File: src/nibble_alu_pkg.sv
// Constants, encodings and state codes for the nibble ALU
package nibble_alu_pkg;
  // Function
  // - Decimal mode flag set makes every add and subtract decimal, else binary.
  // - Decimal add sums 0..9 give no carry; 10..19 give carry and sum minus ten.
  // - Decimal add sums 20..31 set carry and give the fixed codes of ten or more.
  // - Decimal subtract 0..9 gives no borrow; -10..-1 borrows and adds ten.
  // - Decimal differences 10..15 and -16..-11 borrow and give fixed codes 12..15.
  // - Binary carry set when result leaves 0..15; stored nibble is low four bits.
  // - Compare-only flag clear: arithmetic result written to first operand location.
  // - Compare-only clear: zero flag follows stored nibble equal zero, ignoring carry.
  // - First operand latched into temp A, second into temp B, before computing.
  // - First operand from register or memory; second from memory or immediate.
  // - Rotate right through carry uses only the first operand, loads no second.
  // - Arithmetic with compare-only clear, logical, rotate write result to first operand location, then end.
  // - Bit and compare evaluations write nothing and output a skip decision.
  // - Logical operations ignore compare-only and decimal flags, keep carry and zero.
  // - Any bit evaluation clears the compare-only flag.
  // - Compare-only and decimal flags come from the status word flip-flops.
  // - Add, add with carry, subtract, subtract with borrow in two operand forms.
  // - With-carry and with-borrow forms use the carry flag as lowest carry in.
  // - Compare-only set: arithmetic result not written, carry and zero still updated.
  // - Compare-only set: zero result keeps zero flag, nonzero result clears it.
  // - Rotate puts old carry in bit 3 and bit 0 into the carry flag.

  // ==========================================
  // Widths
  localparam int NIB_W = 4;
  localparam int OPC_W = 4;
  localparam int ADDR_W = 7;
  localparam int PSW_W = 4;

  // ==========================================
  // Status word field positions
  localparam int PSW_Z = 0;
  localparam int PSW_CY = 1;
  localparam int PSW_CMP = 2;
  localparam int PSW_BCD = 3;
  localparam logic [PSW_W-1:0] PSW_RST = 4'h0;

  // ==========================================
  // Instruction class codes
  localparam logic [OPC_W-1:0] OPC_ADD = 4'h0;
  localparam logic [OPC_W-1:0] OPC_SUM_WITHCARRY = 4'h1;
  localparam logic [OPC_W-1:0] OPC_SUB = 4'h2;
  localparam logic [OPC_W-1:0] OPC_DIFF_WITHBORROW = 4'h3;
  localparam logic [OPC_W-1:0] OPC_OR = 4'h4;
  localparam logic [OPC_W-1:0] OPC_AND = 4'h5;
  localparam logic [OPC_W-1:0] OPC_XOR = 4'h6;
  localparam logic [OPC_W-1:0] OPC_SKT = 4'h7;
  localparam logic [OPC_W-1:0] OPC_SKF = 4'h8;
  localparam logic [OPC_W-1:0] OPC_SKE = 4'h9;
  localparam logic [OPC_W-1:0] OPC_SKNE = 4'ha;
  localparam logic [OPC_W-1:0] OPC_ROTATE_RIGHT_THRU_CARRY = 4'hb;

  // ==========================================
  // Decimal correction figures
  localparam logic [4:0] DEC_NINE = 5'h09;
  localparam logic [4:0] DEC_TEN = 5'h0a;
  localparam logic [4:0] DEC_TWENTY = 5'h14;
  localparam logic [4:0] DEC_HIGH = 5'h1c;
  localparam logic [4:0] DEC_HIGH_OFS = 5'h12;
  localparam logic [4:0] DEC_NEG_TEN = 5'h16;
  localparam logic [1:0] DEC_WRAP_ADJ = 2'h2;
  localparam logic [1:0] DEC_WRAP_TOP = 2'h3;
  localparam logic [NIB_W-1:0] NIB_ZERO = 4'h0;

  // ==========================================
  // Sequencer states
  typedef enum logic [1:0] {
    ST_IDLE = 2'b01,
    ST_EXEC = 2'b10
  } alu_state_t;
endpackage : nibble_alu_pkg

File: src/nibble_alu_bcd_binary.sv
// Nibble ALU with binary and decimal arithmetic, logic, rotate and skip evaluation
`timescale 1ns/1ns
module nibble_alu_bcd_binary (
  input wire logic CLK_SYS, // Core clock
  input wire logic SRST, // Synchronous reset, active high
  input wire logic START, // One-cycle request, operands valid
  input wire logic [nibble_alu_pkg::OPC_W-1:0] OPCODE, // Instruction class
  input wire logic USE_IMM, // Second operand is the immediate nibble
  input wire logic [nibble_alu_pkg::ADDR_W-1:0] FIRST_ADDR, // First operand location
  input wire logic [nibble_alu_pkg::NIB_W-1:0] FIRST_DATA, // First operand value
  input wire logic [nibble_alu_pkg::NIB_W-1:0] MEM_DATA, // Memory second operand
  input wire logic [nibble_alu_pkg::NIB_W-1:0] IMM_NIBBLE, // Instruction immediate field
  input wire logic PSW_WR, // Direct status word write
  input wire logic [nibble_alu_pkg::PSW_W-1:0] PSW_WDATA, // Status word write value
  output logic BUSY, // Operation in progress
  output logic DONE, // One-cycle end of operation
  output logic WR_EN, // One-cycle result write strobe
  output logic [nibble_alu_pkg::ADDR_W-1:0] WR_ADDR, // Result location
  output logic [nibble_alu_pkg::NIB_W-1:0] WR_DATA, // Result nibble
  output logic SKIP, // One-cycle skip of next instruction
  output logic [nibble_alu_pkg::PSW_W-1:0] PSW_OUT // Status word mirror
);
  import nibble_alu_pkg::*;

  // ==========================================
  // State and storage
  alu_state_t state_r;
  alu_state_t state_nxt;
  logic [OPC_W-1:0] opc_r;
  logic [NIB_W-1:0] tmp_a_r;
  logic [NIB_W-1:0] tmp_b_r;
  logic [ADDR_W-1:0] addr_r;
  logic z_r;
  logic cy_r;
  logic cmp_r;
  logic bcd_r;
  logic busy_r;
  logic done_r;
  logic wr_en_r;
  logic [NIB_W-1:0] wr_data_r;
  logic skip_r;

  // Decoded classes and results
  logic is_exec;
  logic is_arith;
  logic is_sub;
  logic is_logic;
  logic is_bit;
  logic is_cmpe;
  logic is_rot;
  logic cin;
  logic [4:0] bin_sum;
  logic [4:0] bin_diff;
  logic [4:0] bin_res;
  logic [4:0] dec_res;
  logic [4:0] ar_res;
  logic [NIB_W-1:0] log_res;
  logic skip_nxt;

  // ==========================================
  // Decimal correction of a binary sum
  function automatic logic [4:0] dec_add_fix(input logic [4:0] s);
    logic [4:0] t;
    t = 5'h00;
    if (s <= DEC_NINE) begin
      t = s;
    end else if (s < DEC_TWENTY) begin
      t = {1'b1, 4'(s - DEC_TEN)};
    end else if (s < DEC_HIGH) begin
      t = {1'b1, DEC_WRAP_TOP, 2'(s[1:0] + DEC_WRAP_ADJ)};
    end else begin
      t = {1'b1, 4'(s - DEC_HIGH_OFS)};
    end
    return t;
  endfunction : dec_add_fix

  // Decimal correction of a two's complement difference
  function automatic logic [4:0] dec_sub_fix(input logic [4:0] d);
    logic [4:0] t;
    t = 5'h00;
    if (!d[4] && d <= DEC_NINE) begin
      t = d;
    end else if (d[4] && d >= DEC_NEG_TEN) begin
      t = {1'b1, 4'(d + DEC_TEN)};
    end else begin
      t = {1'b1, DEC_WRAP_TOP, 2'(d[1:0] + DEC_WRAP_ADJ)};
    end
    return t;
  endfunction : dec_sub_fix

  // ==========================================
  // Instruction class decode
  assign is_exec = (state_r == ST_EXEC);
  assign is_arith = (opc_r == OPC_ADD) || (opc_r == OPC_SUM_WITHCARRY) ||
                    (opc_r == OPC_SUB) || (opc_r == OPC_DIFF_WITHBORROW);
  assign is_sub = (opc_r == OPC_SUB) || (opc_r == OPC_DIFF_WITHBORROW);
  assign is_logic = (opc_r == OPC_OR) || (opc_r == OPC_AND) || (opc_r == OPC_XOR);
  assign is_bit = (opc_r == OPC_SKT) || (opc_r == OPC_SKF);
  assign is_cmpe = (opc_r == OPC_SKE) || (opc_r == OPC_SKNE);
  assign is_rot = (opc_r == OPC_ROTATE_RIGHT_THRU_CARRY);

  // ==========================================
  // Arithmetic datapath
  // carry flag as lowest carry or borrow in
  assign cin = ((opc_r == OPC_SUM_WITHCARRY) || (opc_r == OPC_DIFF_WITHBORROW)) ? cy_r : 1'b0;
  assign bin_sum = {1'b0, tmp_a_r} + {1'b0, tmp_b_r} + {4'h0, cin};
  assign bin_diff = {1'b0, tmp_a_r} - {1'b0, tmp_b_r} - {4'h0, cin};
  // binary carry is bit four of the result
  assign bin_res = is_sub ? bin_diff : bin_sum;
  assign dec_res = is_sub ? dec_sub_fix(bin_diff) : dec_add_fix(bin_sum);
  assign ar_res = bcd_r ? dec_res : bin_res;

  // Logical results and skip decisions
  always_comb begin
    log_res = tmp_a_r | tmp_b_r;
    skip_nxt = 1'b0;
    unique case (opc_r)
      OPC_AND: log_res = tmp_a_r & tmp_b_r;
      OPC_XOR: log_res = tmp_a_r ^ tmp_b_r;
      OPC_SKT: skip_nxt = ((tmp_a_r & tmp_b_r) == tmp_b_r);
      OPC_SKF: skip_nxt = ((tmp_a_r & tmp_b_r) == NIB_ZERO);
      OPC_SKE: skip_nxt = (tmp_a_r == tmp_b_r);
      OPC_SKNE: skip_nxt = (tmp_a_r != tmp_b_r);
      default: log_res = tmp_a_r | tmp_b_r;
    endcase
  end

  // ==========================================
  // Sequencer
  always_comb begin
    state_nxt = state_r;
    unique case (state_r)
      ST_IDLE: if (START) state_nxt = ST_EXEC;
      ST_EXEC: state_nxt = ST_IDLE;
      default: state_nxt = ST_IDLE;
    endcase
  end

  // State register
  always_ff @(posedge CLK_SYS) begin
    if (SRST) begin
      state_r <= ST_IDLE;
    end else begin
      state_r <= state_nxt;
    end
  end

  // ==========================================
  // Operand latch
  always_ff @(posedge CLK_SYS) begin
    if (SRST) begin
      opc_r <= OPC_ADD;
      tmp_a_r <= NIB_ZERO;
      tmp_b_r <= NIB_ZERO;
      addr_r <= '0;
    end else if (START && state_r == ST_IDLE) begin
      opc_r <= OPCODE;
      addr_r <= FIRST_ADDR;
      tmp_a_r <= FIRST_DATA;
      if (OPCODE != OPC_ROTATE_RIGHT_THRU_CARRY) begin
        tmp_b_r <= USE_IMM ? IMM_NIBBLE : MEM_DATA;
      end
    end
  end

  // ==========================================
  // Status flags; hardware update wins over a direct write
  always_ff @(posedge CLK_SYS) begin
    if (SRST) begin
      z_r <= PSW_RST[PSW_Z];
      cy_r <= PSW_RST[PSW_CY];
      cmp_r <= PSW_RST[PSW_CMP];
      bcd_r <= PSW_RST[PSW_BCD];
    end else begin
      if (PSW_WR) begin
        z_r <= PSW_WDATA[PSW_Z];
        cy_r <= PSW_WDATA[PSW_CY];
        cmp_r <= PSW_WDATA[PSW_CMP];
        bcd_r <= PSW_WDATA[PSW_BCD];
      end
      if (is_exec && is_arith) begin
        cy_r <= ar_res[4];
        if (cmp_r) begin
          z_r <= z_r & (ar_res[3:0] == NIB_ZERO);
        end else begin
          z_r <= (ar_res[3:0] == NIB_ZERO);
        end
      end
      if (is_exec && is_rot) begin
        cy_r <= tmp_a_r[0];
      end
      if (is_exec && is_bit) begin
        cmp_r <= 1'b0;
      end
    end
  end

  // ==========================================
  // Result write and completion
  always_ff @(posedge CLK_SYS) begin
    if (SRST) begin
      wr_en_r <= 1'b0;
      wr_data_r <= NIB_ZERO;
      done_r <= 1'b0;
      skip_r <= 1'b0;
      busy_r <= 1'b0;
    end else begin
      busy_r <= (state_nxt == ST_EXEC);
      done_r <= is_exec;
      skip_r <= is_exec && (is_bit || is_cmpe) && skip_nxt;
      wr_en_r <= is_exec && ((is_arith && !cmp_r) || is_logic || is_rot);
      if (is_exec) begin
        if (is_arith) begin
          wr_data_r <= ar_res[3:0];
        end else if (is_rot) begin
          wr_data_r <= {cy_r, tmp_a_r[3:1]};
        end else if (is_logic) begin
          wr_data_r <= log_res;
        end
      end
    end
  end

  // Output drive
  assign BUSY = busy_r;
  assign DONE = done_r;
  assign WR_EN = wr_en_r;
  assign WR_ADDR = addr_r;
  assign WR_DATA = wr_data_r;
  assign SKIP = skip_r;
  assign PSW_OUT = {bcd_r, cmp_r, cy_r, z_r};
endmodule : nibble_alu_bcd_binary

File: config.mk
export PLATFORM = sky130hd
export DESIGN_NAME = nibble_alu_bcd_binary
export DESIGN_NICKNAME = d
export VERILOG_FILES = /design/src/nibble_alu_pkg.sv /design/src/nibble_alu_bcd_binary.sv
export SDC_FILE = /design/constraint.sdc
export NUM_CORES = 1
export LEC_CHECK = 0
export BUFFER_PORTS_ARGS = -buffer_cell sky130_fd_sc_hd__clkbuf_2
export CAP_MARGIN = 20
export CORE_UTILIZATION = 29
export DETAILED_ROUTE_END_ITERATION = 12
export GPL_TIMING_DRIVEN = 0
export PLACE_DENSITY = 0.59
export SLEW_MARGIN = 0
export SYNTH_ARGS = -nofsm -noshare
export SYNTH_HDL_FRONTEND = slang
export SYNTH_SLANG_ARGS = --single-unit
File: constraint.sdc
create_clock -name CLK_SYS -period 11.2 [get_ports CLK_SYS]
set_input_delay 1.68 -clock CLK_SYS [delete_from_list [all_inputs] [get_ports CLK_SYS]]
set_output_delay 1.68 -clock CLK_SYS [all_outputs]
set_load 0.005 [all_outputs]
==> results.md, run 1 <==
* Detailed Place HPWL at roughly 5300 um
* CP Data Arrival Time at around 4500 ps
* Number of flops mapped to enable cells by yosys at 0
* 1st-iter DRT viols at just over 200
* Fraction of layout cells with a size suffix above 1 at 0.207
* Root Buffer: clkbuf_8
* Ys Warns at 0
* Hold Crit Class: reg2reg
* Starting Density at 0.298
* Rel. slew slack at 0.336
* Peak VDD IR at around 0.064 mV
* Sequential share of the synthesized area at 0.255
* RSZ-0062 raised after global routing: false
* Row count at 34
* Clock buffer count from CTS at 5
* First-pass GRT wire length at around 11000 um
* Sink Count at 33
* Lkg Pwr at 1.22 nW
* Grt total ovfl at 0
* Commonest non-fill, non-tap cell in the layout: clkbuf_2
* DRC at 0
* Hold WS at 455 ps
* Period Utilization, post-route at 0.383
* Boundary pin count at between 50 and 60
* Fillers at 948
* Max frequency at ~230 MHz
* Status: completed
* Post-route setup TNS at 0 ps
* Most frequent cells in the layout: clkbuf_2, nand2_1, dfxtp_1, nor2_1, a21oi_1
* Core area at roughly 0.0087 sq mm
* Number of max-cap violations at 0
* Final net count at approximately 430
* Reg clk slew, reported paths at approximately 70 ps
* Post-Syn Nets at 378
* Final Max Slew Viols at 0
* Per-cell routed wire length at approximately 14 um
* Crit path buffers/inverters at 4
* Worst Path Class, Setup: reg2reg
* Ant. Diodes at 0
* Area delta synth->final at 17.9%
* Hold Fails Final Rpt at 0
* Die height at between 90 and 100 um
* CTS tree: yes
* Post-layout min period at around 4300 ps
* #FFs+latches synth at 33
* Drt pass-1 iters at 4
* Vias in the first global route at around 2300
* Critical path cell sequence: clkbuf_1, nor2_1, clkbuf_1, nand3_1, inv_1, fa_1, inv_1, fa_1, xor2_4, ha_1, nand2_1, a32o_2, o31ai_2, mux2_1, o21a_1, a211o_1, a21oi_1
* Total Wirelength at between 6000 and 7000 um
* Die area at just over 0.009 sq mm
* # setup viols final at 0
* Max incr delay on CP at approximately 460 ps
* Worst Tran Pin Value at approximately 1000 ps
* Final WS setup at ~6900 ps
* R2r startpoint: opc_r[3]$_SDFFE_PP0P_
* Library cells used by synthesis at 60
* H-tree depth at 2
* Largest net degree at the start of global routing at 11
* Clk_lat worst skew at about 280 ps
* Setup crit start: opc_r[3]$_SDFFE_PP0P_
* Critical path's top delay family: compound AO/OA/AOI/OAI gates
* Clk_skew at between 4 and 5 ps
* Routability cong. at 0.831
* Via count at approximately 2500
* Setup crit start kind: flip-flop
* Cell Pwr Density at around 120 mW/mm^2
* CP Max Fanout at 10
* CTS Hold Buffers Added at 0
* Post-CTS setup buffer count at 0
* Synthesized area at about 0.0026 sq mm
* Die width at about 97 um
* Avg Inst Size Synth at between 7 and 8 sq um
* Crit end category: flip-flop
* Post-CTS Resized at 0
* Mapped Cells at approximately 320
* All-Layer GR Usage at 0.148
* Hold_sp: WR_ADDR[3]$_SDFFE_PP0P_
* Worst EP required at roughly 11000 ps
* Antenna viol nets, final at 0
* Power Total at 0.354 mW
* Worst path slowest cell: fa_1
* Post-Place Worst Slack at ~6900 ps
* Main synth FF type: dfxtp_1
* Longest Clk Path Bufs at 2
* Initial antenna violation count at 0
* Via/cell ratio at slightly above 5
* Async SR Flop Fraction at 0
* PortBufs at 49
## kinds of logic after synthesis
kind of cell / share of synthesized area
xor gates and xnor gates: 0.0338
AOI/OAI and AO/OA: 0.265
DFF: 0.255
and+or+nand+nor: 0.195
adders and majority gates: 0.118
muxes: 0.0599
buffers and inverters: 0.0734
## report_power, final
part | switching [mW] | total [mW] | internal, mW
logic | 0.0797 | 0.138 | 0.0579
clock network | 0.0430 | 0.0861 | 0.0430
registers | 0.00613 | 0.130 | 0.124
total | 0.129 | 0.354 | 0.225
## final cells by class
class	instances	area, sq um	area share
Timing Repair Buffer	49	245	0.0803
Buffer	24	123	0.0402
Clock buffer	6	72.6	0.0238
Sequential cell	33	661	0.216
Clock inverter	2	10.0	0.00328
Multi-Input combinational cell	249	1740	0.570
Inverter	18	67.6	0.0221
Tap cell	108	135	0.0443
## stage by stage
stage	cell area, sq um	instances	util
floorplan	2590	324	-
CTS	3050	489	0.352
detailed placement	2970	481	0.342
finish	3050	489	0.352
global placement	2970	481	0.342
global route	3050	489	0.352
## sequential cells by signal (all words and copies together) (netlist names), 2 cells and up
name,flops
WR_ADDR,7
WR_DATA,4
opc_r,4
state_r,2
tmp_a_r,4
tmp_b_r,4
## tightest hold or removal path: stages, from the launching register on
cell and delay [ps]:
dfxtp_1 310, nand2_1 50, a21oi_1 50
## worst paths after layout
kind / to / slack (ps) / cells past startpoint
worst max-delay path: WR_DATA[1]$_SDFFE_PP0P_ / 6910 / 17
worst min-delay path: WR_ADDR[3]$_SDFFE_PP0P_ / 460 / 2
worst max register to register: WR_DATA[1]$_SDFFE_PP0P_ / 6910 / 17
worst min register to register: WR_ADDR[3]$_SDFFE_PP0P_ / 460 / 2
## synthesized netlist by cell type, drive strengths merged, types with 3 or more instances
library cell / count / area, sq um
nand2: 47 / 176
dfxtp: 33 / 661
a21oi: 27 / 139
nor2: 26 / 97.6
ha: 18 / 225
inv: 18 / 67.6
clkbuf: 16 / 60.1
a211oi: 15 / 113
mux2i: 11 / 110
o21ai: 10 / 50.0
buf: 8 / 62.6
nor2b: 7 / 43.8
a31oi: 6 / 37.5
nor3: 6 / 30.0
o22ai: 6 / 37.5
xnor2: 6 / 60.1
a211o: 4 / 35.0
fa: 4 / 80.1
mux2: 4 / 45.0
nand3: 4 / 25.0
o211ai: 4 / 30.0
a2111oi: 3 / 32.5
nand2b: 3 / 18.8
o41ai: 3 / 33.8
or3: 3 / 18.8
## routing by layer
| metal | GRT usage | routed length, um |
|---|---|---|
| met1 | 0.212 | 3330 |
| met5 | 0 | 0 |
| met3 | 0.0250 | 319 |
| met2 | 0.228 | 2990 |
| met4 | 0.0404 | 34 |
Note: power is estimated with default switching activity, not from simulation.
==> run 2: changes to the inputs <==
PLACE_DENSITY = 0.61   (was 0.59)
clock period = 3.9 ns   (was 11.2 ns; I/O delays follow)
==> run 2 against run 1 <==
  * Power rose to 2.9 times the previous value
  * Cell count up 1.0%
  * Largest power group unchanged
  * Global-route usage shrank 0.42 points
  * Sequential power grew to 2.9 times the previous value
  * The run now ends with DRC left
  * Maximum frequency grew 16%
  * Die area unchanged
  * Sequential share of layout area is 0.49 points lower
  * Worst hold slack improved by 1.5 ps
  * Critical path depth shrank 3
==> results.md, run 2 (same netlist as run 1, synthesis figures left out) <==
* H-tree depth at 2
* Total Wirelength at 6730 um
* Clock Power Share at 0.237
* Worst path slowest cell: dfxtp_1
* PortBufs at 49
* Die width at slightly below 100 um
* Worst EP required at 4110 ps
* First-pass GRT wire length at ~11000 um
* Vias in the first global route at ~2200
* Final net count at roughly 440
* All-Layer GR Usage at 0.144
* Most frequent cells in the layout: clkbuf_2, nand2_1, dfxtp_1, nor2_1, a21oi_1
* Critical path's top delay family: compound AO/OA/AOI/OAI gates
* Critical path cell sequence: buf_2, nand3_1, inv_1, fa_2, inv_1, fa_2, xor2_4, ha_1, a32o_2, o31ai_4, mux2_2, o21a_1, a211o_1, a21oi_1
* CTS tree: yes
* Hold WS at 457 ps
* Status: finished with violations
* Starting Density at 0.298
* Grt total ovfl at 0
* Clk_skew at about 6.5 ps
* Crit path buffers/inverters at 3
* Number of max-cap violations at 0
* Power Total at approximately 1.0 mW
* Routability cong. at 0.816
* Util after Layout at 0.361
* Max frequency at 271 MHz
* Lkg Pwr at 1.25 nW
* Comb power frac at 0.402
* Clock buffer count from CTS at 5
* Worst Tran Pin Value at 1020 ps
* Clk_lat worst skew at around 280 ps
* Longest Clk Path Bufs at 2
* Sink Count at 33
* Failing checks: DRC
* 1st-iter DRT viols at approximately 150
* Area delta synth->final at 20.8%
* Die height at 96.5 um
* Commonest non-fill, non-tap cell in the layout: clkbuf_2
* Worst R2R Setup Slack at slightly above 200 ps
* DRC at 1
* Sw Ratio at 0.362
* Via/cell ratio at 5.17
* Setup crit start kind: flip-flop
* Max incr delay on CP at 480 ps
* Root Buffer: clkbuf_8
* Ant. Diodes at 0
* Initial antenna violation count at 0
* Boundary pin count at about 50
* Rel. slew slack at 0.317
* Antenna viol nets, final at 0
* Via count at about 2600
* # setup viols final at 0
* CTS Hold Buffers Added at 0
* Die area at 0.00931 sq mm
* Per-cell routed wire length at around 14 um
* Final Max Slew Viols at 0
* Cell Pwr Density at approximately 330 mW/mm^2
* Internal Power at 0.665 mW
* Max reg flops at 7
* Drt pass-1 iters at 8
* Core area at about 0.0087 sq mm
* Largest net degree at the start of global routing at 13
* CP Data Arrival Time at just under 4000 ps
* Worst Path Class, Setup: reg2reg
* Detailed Place HPWL at ~5300 um
* Reg power frac at 0.361
* Hold Fails Final Rpt at 0
* RSZ-0062 raised after global routing: false
* Peak VDD IR at between 0.1 and 0.15 mV
* Fraction of layout cells with a size suffix above 1 at 0.246
* Sw Pwr at approximately 0.38 mW
* CP Max Fanout at 10
* Crit end category: flip-flop
* Row count at 34
* Reg clk slew, reported paths at around 70 ps
* Hold Crit Class: reg2reg
* Post-layout min period at around 3700 ps
* Period Utilization, post-route at 0.947
run 2: final cells by class:
cell class                 instances  area (sq um)
sequential                        33           662
clock buffer                       6          72.6
inverter                          18          67.6
clock inverter                     2          10.0
tap                              108           135
timing repair buffer              55           290
fill                             922          5550
multi-input combinational        249          1770
buffer                            23           126
run 2: timing repair:
item / in CTS / in global routing
resized for setup: 3 / 13
endpoints found under the setup margin: 4 / 4
buffers inserted: 3 / 3
gates cloned: 0 / 0
pin swaps: 2 / 3
run 2: final timing paths:
path	from	endpoint	cells past startpoint
max	opc_r[0]$_SDFFE_PP0P_	WR_DATA[1]$_SDFFE_PP0P_	14
min	WR_ADDR[0]$_SDFFE_PP0P_	WR_ADDR[0]$_SDFFE_PP0P_	2
max reg2reg	opc_r[0]$_SDFFE_PP0P_	WR_DATA[1]$_SDFFE_PP0P_	14
min reg2reg	WR_ADDR[0]$_SDFFE_PP0P_	WR_ADDR[0]$_SDFFE_PP0P_	2
run 2: routing by layer:
layer,track usage,routed length [um],vias to the layer above
met4,0.0208,32,0
met3,0.0258,264,6
met5,0,0,-
met1,0.211,3480,1206
met2,0.224,2960,63
li1,-,-,1279
run 2: per-stage QoR:
step / std cells / TNS, ps / setup WS, ps / cell area (sq um)
final: 494 / 0 / 206 / 3130
after global routing: 494 / 0 / 11.7 / 3130
after CTS: 491 / 0 / 13.7 / 3080
after detailed placement: 481 / -1100 / -349 / 2970
after global placement: 481 / -893 / -318 / 2970
after floorplan: 324 / 0 / 180 / 2590
run 2: worst register-to-register path: cells and delay by family (launching register included):
family | cells | cell delay (ps)
AO/OA/AOI/OAI | 5 | 1080
XOR/XNOR | 1 | 220
adder cells (fa/ha/maj) | 3 | 860
buffers and inverters | 3 | 450
flip-flops | 1 | 480
multiplexers | 1 | 390
AND/OR/NAND/NOR | 1 | 160
run 2: power groups by stage:
stage	Sequential (mW)	Combinational, mW	Clock (mW)
3_5_place_dp	0.382	0.389	0
5_1_grt	0.379	0.465	0.275
2_1_floorplan	0.378	0.291	0
3_3_place_gp	0.381	0.379	0
6_report	0.376	0.420	0.247
4_1_cts	0.376	0.400	0.250
